File: src/pkg/dvo_pkg.sv
// Package with constants for the delta velocity output block.
`default_nettype none
package dvo_pkg;
	localparam int unsigned DVO_ADDR_W = 8;
	localparam int unsigned DVO_DATA_W = 16;
	localparam int unsigned DVO_ACC_W = 32;
	localparam int unsigned DVO_SUM_W = 48;
	localparam logic [7:0] DVO_PAGE_ZERO = 8'h00;
	localparam logic [7:0] DVO_OFS_X_LOW = 8'h4c;
	localparam logic [7:0] DVO_OFS_X_HIGH = 8'h4e;
	localparam logic [7:0] DVO_OFS_Y_LOW = 8'h50;
	localparam logic [7:0] DVO_OFS_Y_HIGH = 8'h52;
	localparam logic [7:0] DVO_OFS_Z_LOW = 8'h54;
	localparam logic [7:0] DVO_OFS_Z_HIGH = 8'h56;
	localparam logic [7:0] DVO_OFS_TRIGGER = 8'h7c;
	localparam logic [7:0] DVO_OFS_PART_ID = 8'h7e;
	localparam logic [7:0] DVO_OFS_PAGE = 8'h00;
	localparam logic [7:0] DVO_OFS_DECIM = 8'h64;
	localparam logic [7:0] DVO_OFS_SCALE = 8'h66;
	// Arbitrary neutral identification value.
	localparam logic [15:0] DVO_PART_ID_VALUE = 16'h5aa5;
	localparam logic [15:0] DVO_DECIM_RESET = 16'h0000;
	localparam logic [15:0] DVO_DECIM_1HZ = 16'h1099;
	localparam logic [15:0] DVO_TRIGGER_VALUE = 16'h0000;
	localparam int unsigned DVO_FS_INTERNAL_SPS = 4250;
	localparam logic [31:0] DVO_SCALE_RESET = 32'h0000_0000;
	localparam int unsigned DVO_SYNC_STAGES = 3;
endpackage
`default_nettype wire

File: src/dvo_top.sv
// Delta velocity integrator with its register page and burst trigger.
// Overview of operation
// - Each axis result is the sum over D samples of each sample plus its predecessor, scaled by 2^-16 as the upper 32 of the 48 sum bits.
// - D is the decimation setting plus one, and one result is produced per D samples.
// - The sample rate is 4250 SPS internally, or the external clock rate when that is selected.
// - The output range holds 8 g at the nominal rate with a 1 Hz update, decimation setting 0x1099.
// - Each axis is read as a high and a low 16-bit word forming one 32-bit two's complement value.
// - The high word is two's complement, zero meaning no change, one count being 400 m/sec over 2^15.
// - On page zero the x low word is at 0x4C and the x high word at 0x4E.
// - The y words are at 0x50 to 0x53 and the z words at 0x54 to 0x57 on the same page.
// - Reading the trigger register at 0x7C on page zero starts the multi-register read.
// - The part identifier at 0x7E returns a fixed value that may be read repeatedly.
// - A result is positive for a velocity increase along the axis and negative for a decrease.
// - Integration runs on samples before decimation, at the pre-decimation sample time.
//
// Strobed register access was left to the implementer.
`timescale 1ns/1ps
`default_nettype none
module dvo_top (
	input wire logic i_clock, // 40 MHz system clock
	input wire logic i_rst_n, // synchronous reset, active low
	input wire logic i_sample_valid, // one-cycle strobe with a new sample
	input wire logic signed [15:0] i_accel_x, // x acceleration sample
	input wire logic signed [15:0] i_accel_y, // y acceleration sample
	input wire logic signed [15:0] i_accel_z, // z acceleration sample
	input wire logic i_ext_clock, // external sample clock pin
	input wire logic i_ext_select, // high selects the external clock
	input wire logic [7:0] i_addr, // register byte address
	input wire logic [15:0] i_wdata, // register write data
	input wire logic i_wr, // write strobe
	input wire logic i_rd, // read strobe
	output logic [15:0] o_rdata, // read data, cycle after the strobe
	output logic o_burst_start, // one-cycle pulse starting a burst read
	output logic o_sample_tick, // one-cycle pulse per rising external clock edge while selected
	output logic o_result_valid // one-cycle pulse per new result
);
	logic [2:0] ext_sync_q;
	logic ext_level_q;
	logic [15:0] page_q;
	logic [15:0] decim_q;
	logic [31:0] scale_q;
	logic [15:0] count_q;
	logic [15:0] rdata_q;
	logic burst_q;
	logic valid_q;
	logic [15:0] prev_q [3];
	logic signed [47:0] sum_q [3];
	logic [31:0] result_q [3];
	logic signed [15:0] sample [3];
	logic page0;
	logic last_sample;
	logic ext_rise;
	logic [15:0] sel_word;
	assign sample[0] = i_accel_x;
	assign sample[1] = i_accel_y;
	assign sample[2] = i_accel_z;
	assign page0 = (page_q == 16'(dvo_pkg::DVO_PAGE_ZERO));
	// Greater-or-equal closes a period at once if the setting is lowered mid-period.
	assign last_sample = i_sample_valid && (count_q >= decim_q);
	// A new level counts only once the second and third stages agree on it.
	assign ext_rise = ext_sync_q[1] & ext_sync_q[2] & ~ext_level_q;

	function automatic logic [15:0] dvo_read_word(input logic [7:0] a, input logic p0);
		logic [15:0] w;
		w = 16'h0000;
		if (a == dvo_pkg::DVO_OFS_PAGE)
			w = page_q;
		else if (p0)
		begin
			case (a)
				dvo_pkg::DVO_OFS_X_LOW: w = result_q[0][15:0];
				dvo_pkg::DVO_OFS_X_HIGH: w = result_q[0][31:16];
				dvo_pkg::DVO_OFS_Y_LOW: w = result_q[1][15:0];
				dvo_pkg::DVO_OFS_Y_HIGH: w = result_q[1][31:16];
				dvo_pkg::DVO_OFS_Z_LOW: w = result_q[2][15:0];
				dvo_pkg::DVO_OFS_Z_HIGH: w = result_q[2][31:16];
				dvo_pkg::DVO_OFS_TRIGGER: w = dvo_pkg::DVO_TRIGGER_VALUE;
				dvo_pkg::DVO_OFS_PART_ID: w = dvo_pkg::DVO_PART_ID_VALUE;
				dvo_pkg::DVO_OFS_DECIM: w = decim_q;
				dvo_pkg::DVO_OFS_SCALE: w = scale_q[15:0];
				default: w = 16'h0000;
			endcase
		end
		return w;
	endfunction

	assign sel_word = dvo_read_word(i_addr, page0);

	always_ff @(posedge i_clock)
	begin
		if (!i_rst_n)
		begin
			ext_sync_q <= 3'b000;
			ext_level_q <= 1'b0;
			page_q <= 16'h0000;
			decim_q <= dvo_pkg::DVO_DECIM_RESET;
			scale_q <= dvo_pkg::DVO_SCALE_RESET;
			count_q <= 16'h0000;
			rdata_q <= 16'h0000;
			burst_q <= 1'b0;
			valid_q <= 1'b0;
		end
		else
		begin
			ext_sync_q <= {ext_sync_q[1:0], i_ext_clock};
			if (ext_sync_q[1] == ext_sync_q[2])
				ext_level_q <= ext_sync_q[2];
			if (i_wr && i_addr == dvo_pkg::DVO_OFS_PAGE)
				page_q <= i_wdata;
			// Result words are not writable; writes there fall through.
			if (i_wr && page0 && i_addr == dvo_pkg::DVO_OFS_DECIM)
				decim_q <= i_wdata;
			if (i_wr && page0 && i_addr == dvo_pkg::DVO_OFS_SCALE)
				scale_q <= {16'h0000, i_wdata};
			if (i_sample_valid)
				count_q <= last_sample ? 16'h0000 : 16'(count_q + 16'h0001);
			rdata_q <= i_rd ? sel_word : 16'h0000;
			burst_q <= i_rd && page0 && (i_addr == dvo_pkg::DVO_OFS_TRIGGER);
			valid_q <= last_sample;
		end
	end

	// The accumulators carry no reset: results are undefined until the second period ends, as the first sample pairs with an unset predecessor.
	genvar g;
	generate
		for (g = 0; g < 3; g++)
		begin : g_axis
			logic signed [47:0] pair;
			logic signed [47:0] next_sum;
			assign pair = 48'(sample[g]) + 48'($signed(prev_q[g]));
			assign next_sum = (count_q == 16'h0000) ? pair : 48'(sum_q[g] + pair);
			always_ff @(posedge i_clock)
			begin
				if (i_sample_valid)
				begin
					prev_q[g] <= sample[g];
					sum_q[g] <= next_sum;
				end
				// Sign carries through, so a velocity increase reads positive.
				if (last_sample)
					result_q[g] <= next_sum[47:16];
			end
		end
	endgenerate

	assign o_rdata = rdata_q;
	assign o_burst_start = burst_q;
	assign o_sample_tick = ext_rise & i_ext_select;
	assign o_result_valid = valid_q;
endmodule // dvo_top
`default_nettype wire

File: config.mk
export PLATFORM = sky130hd
export DESIGN_NAME = dvo_top
export DESIGN_NICKNAME = d
export VERILOG_FILES = /design/src/pkg/dvo_pkg.sv /design/src/dvo_top.sv
export SDC_FILE = /design/constraint.sdc
export NUM_CORES = 1
export LEC_CHECK = 0
export BUFFER_PORTS_ARGS = -buffer_cell sky130_fd_sc_hd__buf_4
export CORE_AREA = 2 2 176 351
export CTS_BUF_LIST = sky130_fd_sc_hd__clkbuf_2
export CTS_CLUSTER_SIZE = 14
export DETAILED_ROUTE_END_ITERATION = 10
export DIE_AREA = 0 0 178 353
export GPL_TIMING_DRIVEN = 0
export PLACE_DENSITY = 0.58
export SLEW_MARGIN = 20
export SYNTH_ARGS = -nofsm -noshare
export SYNTH_HDL_FRONTEND = slang
export SYNTH_SLANG_ARGS = --single-unit
File: constraint.sdc
create_clock -name i_clock -period 6.7 [get_ports i_clock]
set_clock_uncertainty 0.1 [all_clocks]
set_input_delay 1.005 -clock i_clock [delete_from_list [all_inputs] [get_ports i_clock]]
set_output_delay 1.005 -clock i_clock [all_outputs]
set_load 0.01 [all_outputs]
==> results.yml <==
floorplan:
  rows: 128
  core_region_area_um2: 60400
  pin_count: 98
  initial_utilization: 0.394
  die_h_um: 353
  die_area_um2: 62800
  dieWidth_um: 178
hold_path:
  hold_path.class: "input port to flop"
  worstHoldStart: "i_addr[5]"
  min_to: "o_burst_start$_SDFF_PN0_"
  min_path_cells: 3
clock_network:
  cts_tree: "yes"
  cts.htree.levels: 3
  cts_buffers: 90
  cts.clk_slew.worst_paths_ns: 0.12
  cts-root-buf: "clkbuf_2"
  insertion_delay_ns: 1.11
  clockBufferDepth: 3
  cts.sinks: 374
logic_synthesis:
  yosys.cell_count.top_type: "edfxtp_1"
  synth_cell_type_count: 86
  yosys.area.top_type_share: 0.363
  yosys-top-cells-area: "edfxtp_1, ha_1, dfxtp_1"
  async_reset_ff_frac: 0
  yosys.area.top_type: "edfxtp_1"
  avgSynthCellArea_um2: 10.1
  synth_cells: 2361
  synth_edf_count: 288
  ys_ff_latch: 374
  synth_nets: 2657
  synth_area_um2: 23800
  synth_top_flop_cell: "edfxtp_1"
  ys_seq_area_frac: 0.436
  yosysWarningCount: 0
  netlist_top_cells_count: "edfxtp_1, ha_1, a21oi_1, nand2_1, o21ai_0"
status:
  status: "completed"
timing:
  worstMarginPinSlew_ns: 1.01
  tns_ns: 0
  fin_crit_sh: 0.954
  setup_violations: 0
  slew_violations: 0
  hold_viol_final: 0
  slew_headroom: 0.319
  max_freq_mhz: 156
  rsz0062_at_grt: "no"
  period_minus_slack_ns: 6.39
pwr:
  ir_drop_v: 0.000146
  finalPower_mw: 7.56
  total_leakage_power_nw: 11.3
  power-per-cell-area_nw_per_um2: 277
worst_setup_path:
  rrSetupSlack_ns: 0.42
  critical_path_buf_inv_count: 5
  end_kind: "flop"
  cpMostUsedCell: "a21o_1"
  worst-setup-path-type: "input port to flop"
  r2r-end: "sum_q[0][139]$_DFFE_PP_"
  cp_max_fo: 37
  cpMaxStageDelayCell: "dlygate4sd3_1"
  arrival_ns: 7.09
  reg2reg_depth: 25
  timing.rr.start: "prev_q[0][32]$_DFFE_PP_"
  worstPathRequired_ns: 7.40
  critPathTopFamily: "compound AO/OA/AOI/OAI gates"
  slowest_delay_ns: 0.53
  startpoint_type: "input port"
drt:
  wl_met3_um: 2960
  top_layer_used: "met4"
  wl_per_cell_um: 18.4
  via_per_inst: 5.46
  drt_wl_total_um: 63800
  met2_wirelength_um: 29900
  ant_nets: 0
  drt-pass1-iter-count: 5
  via_count: 19000
  drc: 0
  wl_met1_um: 28300
  drt-initial-drc-count: 1297
finish:
  drive_above_1_share: 0.108
  final_util: 0.452
  layout.nets: 2919
  synthToLayoutAreaGrowth_pct: 14.6
global_routing:
  grt_pass1_vias: 18300
  grt_use_total: 0.202
  grt_pass1_wl_um: 99000
  grt-ovfl-total: 0
  antenna_found_initial: 3
  grt_max_degree: 73
place:
  globalplace.congestion: 0.907
  port_buffers: 95
  place_hpwl_um: 47500
flow_run:
  drv_cap: 0
==> cell families after synthesis <==
logic type	after synthesis	synth area share
adders and majority gates	217	0.116
xor gates and xnor gates	183	0.0673
and+or+nand+nor	589	0.119
muxes	56	0.0238
buffers and inverters	163	0.0265
DFF	374	0.436
AOI/OAI and AO/OA	779	0.212
==> sequential cells by signal (all words and copies together), names as in the netlist <==
| name | cells |
|---|---|
| o_rdata | 16 |
| result_q | 96 |
| count_q | 16 |
| ext_level_q | 1 |
| ext_sync_q | 3 |
| scale_q | 16 |
| page_q | 16 |
| sum_q | 144 |
| o_result_valid | 1 |
| o_burst_start | 1 |
| prev_q | 48 |
| decim_q | 16 |
==> cells in the final DEF (no fill, tap or decap), types with 18 or more instances in the layout <==
master,n
a21boi_0,23
a21o_1,133
a21oi_1,205
a221oi_1,25
a31oi_1,29
and3_1,26
buf_4,99
clkbuf_1,83
clkbuf_2,119
clkinv_1,19
dfxtp_1,86
dlygate4sd3_1,65
edfxtp_1,288
ha_1,211
inv_1,72
mux2i_1,51
nand2_1,205
nand3_1,41
nand4_1,29
nor2_1,132
nor2b_1,51
nor3_1,23
o21a_1,18
o21ai_0,186
o21bai_1,33
xnor2_1,103
xor2_1,80
==> final cells by class <==
cell class	instances	area (um2)
multi-input cells	1824	12900
inverters	74	283
diodes	4	10.0
fillers	5767	33100
repair buffers	170	1540
well taps	780	976
clock inverters	36	264
flip-flops and latches	374	10400
plain buffers	89	353
clock buffers	119	596
==> where the power goes <==
group          switching, mW  internal [mW]  total [mW]  leakage (nW)
Combinational           1.78           1.26        3.03          7.10
Sequential            0.0937           2.80        2.89          3.56
Clock                  0.991          0.647        1.64         0.629
Total                   2.86           4.70        7.56          11.3
==> worst reg2reg max path, cell delays in order (launching register included) <==
cell and delay (ns):
edfxtp_1 0.33, ha_1 0.16, inv_1 0.06, fa_1 0.40
nor2b_1 0.14, o21ai_0 0.12, a21boi_0 0.23, o21ai_0 0.15
a21o_1 0.23, a21o_1 0.18, nand2_1 0.13, a211oi_1 0.09
nor2_1 0.41, xor2_1 0.27, ha_1 0.34, a21oi_1 0.17
o21ai_1 0.12, a2111o_1 0.40, a21o_1 0.23, a21oi_4 0.23
o21bai_1 0.15, a311o_1 0.42, a31oi_1 0.28, o21bai_1 0.11
xnor2_1 0.13, o21ai_0 0.43
==> what timing repair did <==
action,in CTS,in global routing
pin swaps,0,1
hold buffers,65,0
hold endpoints to repair,80,0
setup endpoints to repair,2,23
resized for setup,1,10
setup buffers,0,4
==> worst max-delay path by stage <==
stage	from	endpoint	slack (ns)	cells past startpoint
floorplan	i_accel_z[0]	result_q[0][94]$_DFFE_PP_	0.13	25
global placement	i_sample_valid	result_q[0][44]$_DFFE_PP_	-3.09	3
detailed placement	i_accel_x[0]	result_q[0][31]$_DFFE_PP_	-0.79	25
CTS	i_accel_z[2]	result_q[0][89]$_DFFE_PP_	0.03	25
global route	i_accel_x[0]	sum_q[0][47]$_DFFE_PP_	0.03	26
finish	i_accel_x[0]	result_q[0][31]$_DFFE_PP_	0.31	26
==> metal layers <==
| layer | global-route usage | vias to the layer above |
|---|---|---|
| met2 | 0.327 | 508 |
| met5 | 0 | - |
| met4 | 0.0933 | 0 |
| met3 | 0.0319 | 130 |
| li1 | - | 9453 |
| met1 | 0.262 | 8867 |
==> through the flow <==
| step | cells | area (um2) | worst slack, ns | hold slack [ns] |
|---|---|---|---|---|
| 4_1_cts | 3462 | 27200 | 0.0277 | 0.0849 |
| 5_1_grt | 3468 | 27300 | 0.0307 | 0.156 |
| 3_3_place_gp | 3236 | 25500 | -3.09 | 0.320 |
| 3_5_place_dp | 3242 | 25700 | -0.792 | 0.326 |
| 6_report | 3470 | 27300 | 0.310 | 0.209 |
| 2_1_floorplan | 2361 | 23800 | 0.126 | 0.312 |
Power figures use the tool's default switching activity.
